**src/hw/fsc_pkg.sv**
```systemverilog
// constants for the frame sequencer configuration bank
// assumes a 32-bit ahb-lite bus; each register is one word at 4 * index
package fsc_pkg;
	localparam int FSC_NREG = 15;
	localparam logic [3:0] IDX_GENERAL = 4'h0;
	localparam logic [3:0] IDX_READOUT = 4'h1;
	localparam logic [3:0] IDX_INTEG = 4'h2;
	localparam logic [3:0] IDX_REGION = 4'h3;
	localparam logic [3:0] IDX_SPARE = 4'h4;
	localparam logic [3:0] IDX_DARK = 4'h5;
	localparam logic [3:0] IDX_FILLER = 4'h6;
	localparam logic [3:0] IDX_TICK = 4'h7;
	localparam logic [3:0] IDX_PERIOD = 4'h8;
	localparam logic [3:0] IDX_EXP = 4'h9;
	localparam logic [3:0] IDX_EXP2 = 4'hA;
	localparam logic [3:0] IDX_EXP3 = 4'hB;
	localparam logic [3:0] IDX_GAIN = 4'hC;
	localparam logic [3:0] IDX_FINE = 4'hD;
	localparam logic [3:0] IDX_SYNC = 4'hE;
	localparam logic [3:0] IDX_STATUS = 4'hF;
	// reset values by index
	localparam logic [15:0] FSC_RST [0:14] = '{16'h0000, 16'h0000,
		16'h0004, 16'h0001, 16'h0000, 16'h0102, 16'h0000, 16'h0001,
		16'h0000, 16'h0000, 16'h0000, 16'h0000, 16'h01E2, 16'h0080,
		16'h033F};
	// writable bits by index; the rest read as zero
	localparam logic [15:0] FSC_MASK [0:14] = '{16'h3DF3, 16'hFFFF,
		16'h0007, 16'h00FF, 16'h0000, 16'h01FF, 16'h0FFF, 16'hFFFF,
		16'hFFFF, 16'hFFFF, 16'hFFFF, 16'hFFFF, 16'h21E3, 16'h0FFF,
		16'h073F};
	// general setup fields
	localparam int GEN_ENABLE = 0;
	localparam int GEN_ROLLING = 1;
	localparam int GEN_TRIGGERED = 4;
	localparam int GEN_SLAVE = 5;
	localparam int GEN_GAP_EN = 6;
	localparam int GEN_SUBSAMPLE = 7;
	localparam int GEN_BINNING = 8;
	localparam int GEN_STATS_WIN = 10;
	localparam int GEN_MON_LSB = 11;
	// integration setup fields
	localparam int INT_TWO_KNEE = 0;
	localparam int INT_THREE_KNEE = 1;
	localparam int INT_PERIOD_SEL = 2;
	// dark row and filler row setup fields
	localparam int DARK_BLANK = 8;
	localparam logic [7:0] DARK_MIN = 8'h01;
	localparam logic [11:0] FILLER_MAX = 12'h7FF;
	// gain fields
	localparam int GAIN_LAT_COMP = 13;
	// update timing fields and bus word size
	localparam int SYNC_LINE = 0;
	localparam int SYNC_DARK = 1;
	localparam int SYNC_FILLER = 2;
	localparam int SYNC_EXP = 3;
	localparam int SYNC_GAIN = 4;
	localparam int SYNC_REGION = 5;
	localparam logic [2:0] HSIZE_WORD = 3'h2;
endpackage

```
**src/hw/fsc_regs.sv**
```systemverilog
// frame sequencer configuration register bank behind an ahb-lite slave
// assumes the sequencer pulses frame_start once per frame, synchronous
// What this block does
// - gap inserted only when gap enable set
// - gap length from 8-bit field when enabled
// - subsampling select, 0 full, resets 0
// - binning select, 0 none, resets 0
// - statistics window enable picks window subsampling
// - 3-bit select drives monitor pins
// - line extension pads rolling-shutter lines
// - knee enables act in global shutter only
// - period select: 0 reset, 1 frame; resets 1
// - dark rows 1 to 255, resets 2
// - first row blanking, resets 1
// - filler rows 0 to 2047, rolling only
// - tick divider in clocks, resets 1
// - period length used in global shutter only
// - exposure in lines rolling, ticks global
// - knee exposures ignored in rolling shutter
// - latency compensation defers synced gain one frame
// - sync bits defer updates to frame start
// - shutter select 0 global, 1 rolling
`timescale 1ns/1ps
module fsc_regs (
	// clock and reset
	input wire logic hclk,
	input wire logic hresetn,
	// ahb-lite slave
	input wire logic hsel,
	input wire logic [31:0] haddr,
	input wire logic [1:0] htrans,
	input wire logic hwrite,
	input wire logic [2:0] hsize,
	input wire logic [31:0] hwdata,
	input wire logic hready,
	output logic hreadyout,
	output logic hresp,
	output logic [31:0] hrdata,
	// sequencer timing
	input wire logic frame_start,
	// general setup
	output logic seq_enable,
	output logic rolling_shutter_mode,
	output logic triggered_mode,
	output logic slave_mode,
	output logic [7:0] readout_gap_cycles,
	output logic subsampling_select,
	output logic binning_select,
	output logic exposure_stats_window_enable,
	output logic [2:0] monitor_pin_select,
	output logic [2:0] monitor_pins,
	// row and frame shape
	output logic [7:0] rolling_line_extension,
	output logic [7:0] active_region_select,
	output logic [7:0] dark_row_count,
	output logic first_row_blanking,
	output logic [11:0] filler_row_count,
	// integration
	output logic two_knee_enable,
	output logic three_knee_enable,
	output logic period_interpretation_select,
	output logic [15:0] exposure_tick_divider,
	output logic [15:0] period_length,
	output logic [15:0] exposure_time,
	output logic exposure_in_lines,
	output logic [15:0] second_knee_exposure,
	output logic [15:0] third_knee_exposure,
	// gain
	output logic [1:0] analog_gain_first,
	output logic [3:0] analog_gain_second,
	output logic [11:0] fine_digital_gain
);
	import fsc_pkg::*;

	function automatic logic addr_ok(input logic [31:0] a);
		addr_ok = (a[31:6] == 26'h0) && (a[1:0] == 2'h0);
	endfunction

	// bus state
	logic wr_q, wr_d, rd_q, rd_d, ok_q, ok_d, ready_q, ready_d;
	logic [3:0] idx_q, idx_d;
	logic [31:0] rdata_q, rdata_d;
	logic accept, do_write;
	logic [15:0] status_w;
	logic [15:0] wval;

	// programmed and active values
	logic [15:0] cfg_q [0:14];
	logic [15:0] cfg_d [0:14];
	logic [7:0] act_line_q, act_line_d, act_roi_q, act_roi_d;
	logic [8:0] act_dark_q, act_dark_d;
	logic [11:0] act_fill_q, act_fill_d;
	logic [15:0] act_exp_q [0:2];
	logic [15:0] act_exp_d [0:2];
	logic [17:0] act_gain_q, act_gain_d;
	logic gain_pend_q, gain_pend_d, gain_wait_q, gain_wait_d;
	logic [17:0] prog_gain;
	logic rolling;

	assign accept = hsel && htrans[1] && hready;
	assign do_write = wr_q && ok_q && (idx_q < IDX_STATUS);
	assign rolling = cfg_q[IDX_GENERAL][GEN_ROLLING];
	assign prog_gain = {cfg_q[IDX_FINE][11:0], cfg_q[IDX_GAIN][8:5],
		cfg_q[IDX_GAIN][1:0]};

	// write value after masking and range clamps
	always_comb begin
		wval = hwdata[15:0] & FSC_MASK[idx_q];
		if (idx_q == IDX_DARK && wval[7:0] == 8'h00) begin
			wval[7:0] = DARK_MIN;
		end
		if (idx_q == IDX_FILLER && wval[11:0] > FILLER_MAX) begin
			wval[11:0] = FILLER_MAX;
		end
	end

	// status shows which synchronised groups still wait for frame start
	always_comb begin
		status_w = 16'h0000;
		status_w[0] = act_line_q != cfg_q[IDX_READOUT][7:0];
		status_w[1] = {7'h00, act_dark_q} != cfg_q[IDX_DARK];
		status_w[2] = {4'h0, act_fill_q} != cfg_q[IDX_FILLER];
		status_w[3] = act_exp_q[0] != cfg_q[IDX_EXP];
		status_w[5] = {8'h00, act_roi_q} != cfg_q[IDX_REGION];
		status_w[8] = gain_pend_q;
		status_w[9] = gain_wait_q;
	end

	// ahb-lite slave: writes land after the data phase, reads take a wait
	always_comb begin
		wr_d = wr_q;
		rd_d = 1'b0;
		ok_d = ok_q;
		idx_d = idx_q;
		ready_d = 1'b1;
		rdata_d = rdata_q;
		if (ready_q) begin
			wr_d = 1'b0;
			if (accept) begin
				wr_d = hwrite && (hsize == HSIZE_WORD);
				rd_d = !hwrite;
				ok_d = addr_ok(haddr);
				idx_d = haddr[5:2];
				ready_d = hwrite;
			end
		end
		if (rd_q) begin
			rdata_d = 32'h0000_0000;
			if (ok_q && idx_q == IDX_STATUS) begin
				rdata_d[15:0] = status_w;
			end else if (ok_q) begin
				rdata_d[15:0] = cfg_q[idx_q];
			end
		end
	end
	always_ff @(posedge hclk or negedge hresetn) begin
		if (!hresetn) begin
			wr_q <= 1'b0;
			rd_q <= 1'b0;
			ok_q <= 1'b0;
			idx_q <= 4'h0;
			ready_q <= 1'b1;
			rdata_q <= 32'h0000_0000;
		end else begin
			wr_q <= wr_d;
			rd_q <= rd_d;
			ok_q <= ok_d;
			idx_q <= idx_d;
			ready_q <= ready_d;
			rdata_q <= rdata_d;
		end
	end

	// programmed registers
	always_comb begin
		cfg_d = cfg_q;
		if (do_write) begin
			cfg_d[idx_q] = wval;
		end
	end
	always_ff @(posedge hclk or negedge hresetn) begin
		if (!hresetn) begin
			cfg_q <= FSC_RST;
		end else begin
			cfg_q <= cfg_d;
		end
	end

	// active copies: follow at once or only at frame start
	always_comb begin
		act_line_d = act_line_q;
		act_dark_d = act_dark_q;
		act_fill_d = act_fill_q;
		act_roi_d = act_roi_q;
		act_exp_d = act_exp_q;
		if (!cfg_q[IDX_SYNC][SYNC_LINE] || frame_start) begin
			act_line_d = cfg_q[IDX_READOUT][7:0];
		end
		if (!cfg_q[IDX_SYNC][SYNC_DARK] || frame_start) begin
			act_dark_d = cfg_q[IDX_DARK][8:0];
		end
		if (!cfg_q[IDX_SYNC][SYNC_FILLER] || frame_start) begin
			act_fill_d = cfg_q[IDX_FILLER][11:0];
		end
		if (!cfg_q[IDX_SYNC][SYNC_REGION] || frame_start) begin
			act_roi_d = cfg_q[IDX_REGION][7:0];
		end
		if (!cfg_q[IDX_SYNC][SYNC_EXP] || frame_start) begin
			act_exp_d[0] = cfg_q[IDX_EXP];
			act_exp_d[1] = cfg_q[IDX_EXP2];
			act_exp_d[2] = cfg_q[IDX_EXP3];
		end
	end

	// gain: pending then optionally one more frame of delay
	always_comb begin
		act_gain_d = act_gain_q;
		gain_pend_d = gain_pend_q;
		gain_wait_d = gain_wait_q;
		if (!cfg_q[IDX_SYNC][SYNC_GAIN]) begin
			act_gain_d = prog_gain;
			gain_pend_d = 1'b0;
			gain_wait_d = 1'b0;
		end else begin
			if (frame_start) begin
				if (gain_wait_q) begin
					act_gain_d = prog_gain;
					gain_wait_d = 1'b0;
				end
				if (gain_pend_q) begin
					gain_pend_d = 1'b0;
					if (cfg_q[IDX_GAIN][GAIN_LAT_COMP]) begin
						gain_wait_d = 1'b1;
					end else begin
						act_gain_d = prog_gain;
					end
				end
			end
			// a new write wins over the clear at frame start
			if (do_write && (idx_q == IDX_GAIN || idx_q == IDX_FINE)) begin
				gain_pend_d = 1'b1;
			end
		end
	end

	always_ff @(posedge hclk or negedge hresetn) begin
		if (!hresetn) begin
			act_line_q <= 8'h00;
			act_dark_q <= 9'h102;
			act_fill_q <= 12'h000;
			act_roi_q <= 8'h01;
			act_exp_q <= '{16'h0000, 16'h0000, 16'h0000};
			act_gain_q <= 18'h0203E;
			gain_pend_q <= 1'b0;
			gain_wait_q <= 1'b0;
		end else begin
			act_line_q <= act_line_d;
			act_dark_q <= act_dark_d;
			act_fill_q <= act_fill_d;
			act_roi_q <= act_roi_d;
			act_exp_q <= act_exp_d;
			act_gain_q <= act_gain_d;
			gain_pend_q <= gain_pend_d;
			gain_wait_q <= gain_wait_d;
		end
	end

	// output stage, every output but the constant hresp from a flip-flop
	logic [7:0] gap_d, line_d;
	logic [11:0] fill_d;
	logic [2:0] mon_d;
	logic k2_d, k3_d;
	logic [15:0] per_d, kx2_d, kx3_d;

	always_comb begin
		gap_d = 8'h00;
		if (cfg_q[IDX_GENERAL][GEN_GAP_EN]) begin
			gap_d = cfg_q[IDX_READOUT][15:8];
		end
		line_d = rolling ? act_line_q : 8'h00;
		fill_d = rolling ? act_fill_q : 12'h000;
		k2_d = !rolling && cfg_q[IDX_INTEG][INT_TWO_KNEE];
		k3_d = !rolling && cfg_q[IDX_INTEG][INT_THREE_KNEE];
		per_d = rolling ? 16'h0000 : cfg_q[IDX_PERIOD];
		kx2_d = rolling ? 16'h0000 : act_exp_q[1];
		kx3_d = rolling ? 16'h0000 : act_exp_q[2];
		case (cfg_q[IDX_GENERAL][GEN_MON_LSB +: 3])
			3'h1: mon_d = {frame_start, rolling,
				cfg_q[IDX_GENERAL][GEN_ENABLE]};
			3'h2: mon_d = {gain_wait_q, gain_pend_q, frame_start};
			3'h3: mon_d = {k3_d, k2_d, first_row_blanking};
			3'h4: mon_d = {status_w[3], status_w[1], status_w[0]};
			default: mon_d = 3'h0;
		endcase
	end
	always_ff @(posedge hclk or negedge hresetn) begin
		if (!hresetn) begin
			seq_enable <= 1'b0;
			rolling_shutter_mode <= 1'b0;
			triggered_mode <= 1'b0;
			slave_mode <= 1'b0;
			readout_gap_cycles <= 8'h00;
			subsampling_select <= 1'b0;
			binning_select <= 1'b0;
			exposure_stats_window_enable <= 1'b0;
			monitor_pin_select <= 3'h0;
			monitor_pins <= 3'h0;
			rolling_line_extension <= 8'h00;
			active_region_select <= 8'h01;
			dark_row_count <= 8'h02;
			first_row_blanking <= 1'b1;
			filler_row_count <= 12'h000;
			two_knee_enable <= 1'b0;
			three_knee_enable <= 1'b0;
			period_interpretation_select <= 1'b1;
			exposure_tick_divider <= 16'h0001;
			period_length <= 16'h0000;
			exposure_time <= 16'h0000;
			exposure_in_lines <= 1'b0;
			second_knee_exposure <= 16'h0000;
			third_knee_exposure <= 16'h0000;
			analog_gain_first <= 2'h2;
			analog_gain_second <= 4'hF;
			fine_digital_gain <= 12'h080;
		end else begin
			seq_enable <= cfg_q[IDX_GENERAL][GEN_ENABLE];
			rolling_shutter_mode <= rolling;
			triggered_mode <= cfg_q[IDX_GENERAL][GEN_TRIGGERED];
			slave_mode <= cfg_q[IDX_GENERAL][GEN_SLAVE];
			readout_gap_cycles <= gap_d;
			subsampling_select <= cfg_q[IDX_GENERAL][GEN_SUBSAMPLE];
			binning_select <= cfg_q[IDX_GENERAL][GEN_BINNING];
			exposure_stats_window_enable <=
				cfg_q[IDX_GENERAL][GEN_STATS_WIN];
			monitor_pin_select <= cfg_q[IDX_GENERAL][GEN_MON_LSB +: 3];
			monitor_pins <= mon_d;
			rolling_line_extension <= line_d;
			active_region_select <= act_roi_q;
			dark_row_count <= act_dark_q[7:0];
			first_row_blanking <= act_dark_q[DARK_BLANK];
			filler_row_count <= fill_d;
			two_knee_enable <= k2_d;
			three_knee_enable <= k3_d;
			period_interpretation_select <=
				cfg_q[IDX_INTEG][INT_PERIOD_SEL];
			exposure_tick_divider <= cfg_q[IDX_TICK];
			period_length <= per_d;
			exposure_time <= act_exp_q[0];
			exposure_in_lines <= rolling;
			second_knee_exposure <= kx2_d;
			third_knee_exposure <= kx3_d;
			analog_gain_first <= act_gain_q[1:0];
			analog_gain_second <= act_gain_q[5:2];
			fine_digital_gain <= act_gain_q[17:6];
		end
	end

	assign hreadyout = ready_q;
	assign hrdata = rdata_q;
	assign hresp = 1'b0;
endmodule

```
**config.mk**
```make
export PLATFORM = sky130hd
export DESIGN_NAME = fsc_regs
export DESIGN_NICKNAME = d
export VERILOG_FILES = /design/src/hw/fsc_pkg.sv /design/src/hw/fsc_regs.sv
export SDC_FILE = /design/constraint.sdc
export NUM_CORES = 1
export LEC_CHECK = 0
export CAP_MARGIN = 10
export CORE_UTILIZATION = 41
export DETAILED_ROUTE_END_ITERATION = 8
export DONT_BUFFER_PORTS = 1
export PLACE_DENSITY = 0.63
export SYNTH_ARGS = -nofsm -noshare
export SYNTH_HDL_FRONTEND = slang
export SYNTH_SLANG_ARGS = --single-unit
```
**constraint.sdc**
```tcl
create_clock -name hclk -period 1.7 [get_ports hclk]
set_input_delay 0.085 -clock hclk [delete_from_list [all_inputs] [get_ports hclk]]
set_output_delay 0.085 -clock hclk [all_outputs]
set_load 0.1 [all_outputs]
```
==> metrics list <==
* Critical path launch point type: flip-flop
- Critical register-to-register path startpoint: idx_q[0]
- Largest fanout on the critical path: 7
* Endpoint of the most critical register-to-register path: hrdata[14]
- The share of total power dissipated in the clock network is 43.6%.
- Summing all placed instances gives a cell area of 24700 um2.
- Global routing consumed, over all layers together, 26.1% of the routing resources.
- Die X: 229 um
- Clock root buffer master: sky130_fd_sc_hd__clkbuf_16
- Global routing finished with a remaining overflow of 0.
- Grouping stages by cell kind, the critical path spends the most delay in buffers and inverters.
- Summing over every cut layer, the via total after detailed routing is 16100.
- Setup repair after global routing missed its margin: yes
- For this design the static power due to leakage is 0.0135 uW.
* Number of buffers created by CTS: 53
- Number of standard cells after synthesis: 1650
* Number of clock sinks: 528
- After layout, the minimum clock period comes to 2.05 ns.
- Class of the tightest hold or removal check: primary input to asynchronous set/reset pin
- I/O pin cnt: 269
- Sequential cells burn 40.2% of the power.
- In the synthesized netlist the dominant register cell turns out to be sky130_fd_sc_hd__dfrtp_1.
* Commonest non-fill, non-tap cell in the layout: sky130_fd_sc_hd__dfrtp_1
* Setup WS post-layout: -0.349 ns
- Sw Pwr: 7940 uW
* Fin. max-slew vios: 225
- Number of global-route vias before repair: 16100
* Fraction of synthesis flops using an asynchronous set or reset pin: 100%
- For this run, the detailed router's first-pass iteration total came to 6.
* CTS clock-pin slew for the worst setup and hold paths: 0.06 ns
* Worst Setup End Kind: flip-flop
- Data arrival at the endpoint of the critical path: 2.61 ns
* Power density relative to cell area: 1020 nW/um2
- Ratio of cells with drive above 1 in the final layout: 51.0%
- The critical path goes through buf_12 > buf_8 > and2_4 > buf_4 > a31oi_4 > nand2_2 > buf_8 > buf_6 > a211oi_4 > a211o_1.
* Violated checks: hold timing, slew limit, setup timing
- Period utilization: 121%
* Placed cells: 2624
* Most frequent cells in the layout: sky130_fd_sc_hd__dfrtp_1 (481), sky130_fd_sc_hd__buf_4 (380), sky130_fd_sc_hd__nand2_1 (119), sky130_fd_sc_hd__mux2_2 (107), sky130_fd_sc_hd__o21ai_2 (100)
* Count of endpoints failing hold in the final timing report: 488
- Summing internal, switching and leakage power gives 31500 uW.
- Design area: 31000 um2
- Cell internal power was estimated by the tool at 23600 uW.
- Antenna fix cells: 0
- Data on the critical path is required at its endpoint by 2.26 ns.
* Clk Latency, worst-skew pair: 0.63 ns
- Dividing the detail-routed wire length by the instance count gives 25.3 um.
- DIE AREA: 52300 um2
- Setup violators final: 242
* Final core area utilization: 61.5%
* Clock Path Buffers: 3
* Average footprint of a synthesized cell: 12.8 um2
- Derived from the worst setup path, the maximum achievable clock frequency is 0.488 GHz.
* Slew at the pin with the worst max-slew slack: 1.88 ns
- Antenna violation net count after detailed routing: 0
* Maximum level of the CTS H-tree: 2
* Cell type of the slowest stage on the worst timing path: sky130_fd_sc_hd__dfrtp_4
* Worst ir drop on vdd: 0.776 mV
* Final-stage net count: 2249
- Counting the fill cells in the layout gives 3638.
* Most common cell on crit path: sky130_fd_sc_hd__buf_8
- Area overhead of the layout relative to synthesis: 47.1%
* Chip height: 229 um
- Clock skew on the completed layout was measured at 0.0264 ns.
- Across all hold checks on the routed design, the worst slack comes to -0.847 ns.
- Input and output buffers added on the ports amount to 0.
* Delay of the slowest critical-path stage: 0.52 ns
- Wires add up to 73200 um.
- Adding up every negative setup slack in the final design gives -40.23 ns.
- Antenna violations before repair: 3
- In this run switching power makes up 25.2% of total power.
- Starting Density: 41.8%
- Buf/Inv on CP: 5
- Excluding fillers, the count of instances in the completed layout stands at 2890.
- The number of cells on the worst reg-to-reg path is 10.
* Worst Setup Path Type: flip-flop to flip-flop
- Max-Cap Viols: 0
* CTS tree: built
- In the routed design, unresolved DRC markers number 0.
* Core Footprint: 50400 um2
- Total of warnings raised by yosys: 0
- # rows: 82
- The mapped netlist covers 21100 um2.
* Detailed Route Iter0 Violations: 1529
* Combinational cell fraction of total power: 16.2%
* Count of different cell masters after synthesis: 67
* Final RePlAce weighted congestion: 0.858
* Post-CTS Hold Buffers: 38
* Setup slack on the worst flop-to-flop path: -0.35 ns
- Counting flops and latches in the post-synthesis netlist gives 528.
* Logic depth of the worst path, buffers included: 10
- Of the synthesized area, sequential elements account for 63.0%.
- Result of the run: complete, but fails checks
* DP Wirelength: 41800 um
- Pin count of the biggest net entering global routing: 529
- Number of enable flip-flop cells after synthesis: 0
- After detailed routing, the number of vias per cell comes to 5.57.
* Worst slew margin relative to its limit: -25.1%
- The first global-routing pass estimated 102000 um of wire.
stage by stage:
step	setup WS (ns)	hold WS (ns)
6_report	-0.349	-0.847
5_1_grt	-0.372	-0.863
4_1_cts	-0.271	-0.854
3_5_place_dp	-0.489	-0.186
3_3_place_gp	-0.496	-0.190
2_1_floorplan	-0.0609	-0.211
Yosys cell counts (all sizes together) (2+ instances only):
| cell | n | area share [%] |
|---|---|---|
| or3 | 2 | 0.065 |
| dfstp | 40 | 5.0 |
| a2bb2oi | 2 | 0.083 |
| clkbuf | 46 | 0.84 |
| nor2 | 64 | 1.2 |
| a221oi | 5 | 0.24 |
| nor4 | 21 | 0.62 |
| nand3b | 2 | 0.071 |
| nand3 | 10 | 0.24 |
| dfrtp | 488 | 58 |
| a21oi | 47 | 1.1 |
| a31oi | 4 | 0.12 |
| mux4 | 46 | 5.1 |
| a211o | 8 | 0.33 |
| inv | 7 | 0.12 |
| a22oi | 3 | 0.11 |
| mux2 | 107 | 5.7 |
| nor3b | 2 | 0.095 |
| o22ai | 3 | 0.089 |
| o21ai | 171 | 4.1 |
| o21a | 3 | 0.11 |
| xor2 | 35 | 1.5 |
| a211oi | 8 | 0.29 |
| a221o | 2 | 0.095 |
| and2b | 4 | 0.14 |
| nor3 | 4 | 0.17 |
| o31ai | 2 | 0.071 |
| or2 | 2 | 0.059 |
| and2 | 70 | 2.1 |
| buf | 73 | 2.5 |
| xnor2 | 19 | 0.79 |
| mux2i | 36 | 1.7 |
| nand2 | 192 | 3.5 |
| nor2b | 79 | 2.3 |
| a21o | 2 | 0.071 |
| a22o | 2 | 0.083 |
| o211ai | 7 | 0.25 |
| nand4 | 8 | 0.24 |
| and3 | 3 | 0.089 |
| nand2b | 9 | 0.27 |
cell type report:
type                            instances  area, um2  share of cell area [%]
Clock buffer                           64       1450                    4.67
Inverter                                7       26.3                  0.0848
Sequential cell                       528      13300                    42.9
Multi-Input combinational cell       1012       8720                    28.2
Tap cell                              672        841                    2.72
Clock inverter                         36        643                    2.08
Timing Repair Buffer                  571       6020                    19.4
kinds of logic (layout without fill, tap and decap cells):
family                   Yosys count  count (layout)  synth area share [%]
flip-flops                       528             528                  63.0
AND/OR/NAND/NOR                  476             476                  11.3
AO/OA/AOI/OAI                    275             275                  7.38
multiplexers                     189             189                  12.5
buffers and inverters            126             678                  3.44
XOR/XNOR                          54              54                  2.25
adder cells (fa/ha/maj)            1               1                0.0594
other                              1              17                0.0178
what timing repair did:
action / in CTS / in global routing
gates cloned: 28 / 17
hold endpoints to repair: 767 / 528
buffers inserted: 66 / 35
gates resized for setup: 381 / 299
setup endpoints to repair: 208 / 246
pin swaps: 96 / 119
worst max path at each step:
stage                          start    endpoint  slack [ns]
final                       idx_q[0]  hrdata[14]       -0.35
after global routing        idx_q[0]   hrdata[3]       -0.37
after CTS                   idx_q[0]   hrdata[3]       -0.27
after detailed placement  cfg_q[131]   hrdata[2]       -0.49
after global placement    cfg_q[131]   hrdata[2]       -0.50
after floorplan             idx_q[0]   hrdata[3]       -0.06
power groups by stage:
stage / registers (uW) / clock network (uW) / logic [uW]
floorplan: 12900 / 0 / 1820
global placement: 12900 / 0 / 2880
detailed placement: 12900 / 0 / 2890
CTS: 12600 / 13900 / 4530
global route: 12600 / 14400 / 5230
finish: 12700 / 13700 / 5120
state kept, by name (all words and copies together), names as in the netlist, 3 cells and up:
signal and count:
readout_gap_cycles 8, active_region_select 8, act_fill_q 12, fine_digital_gain 12, second_knee_exposure 16, act_gain_q 18, cfg_q 240, act_line_q 8
third_knee_exposure 16, monitor_pin_select 3, filler_row_count 12, idx_q 4, dark_row_count 8, rolling_line_extension 8, monitor_pins 3, hrdata 16
exposure_tick_divider 16, period_length 16, act_roi_q 8, act_dark_q 9, exposure_time 16, analog_gain_second 4, act_exp_q 48
layer usage:
| metal | up-vias | global-route usage, % | routed length [um] |
|---|---|---|---|
| li1 | 6737 | - | - |
| met5 | - | 0 | 0 |
| met1 | 8246 | 33.5 | 28200 |
| met2 | 864 | 42.5 | 34800 |
| met4 | 0 | 13.0 | 4830 |
| met3 | 263 | 4.94 | 5350 |
(Power assumes the default switching activity.)
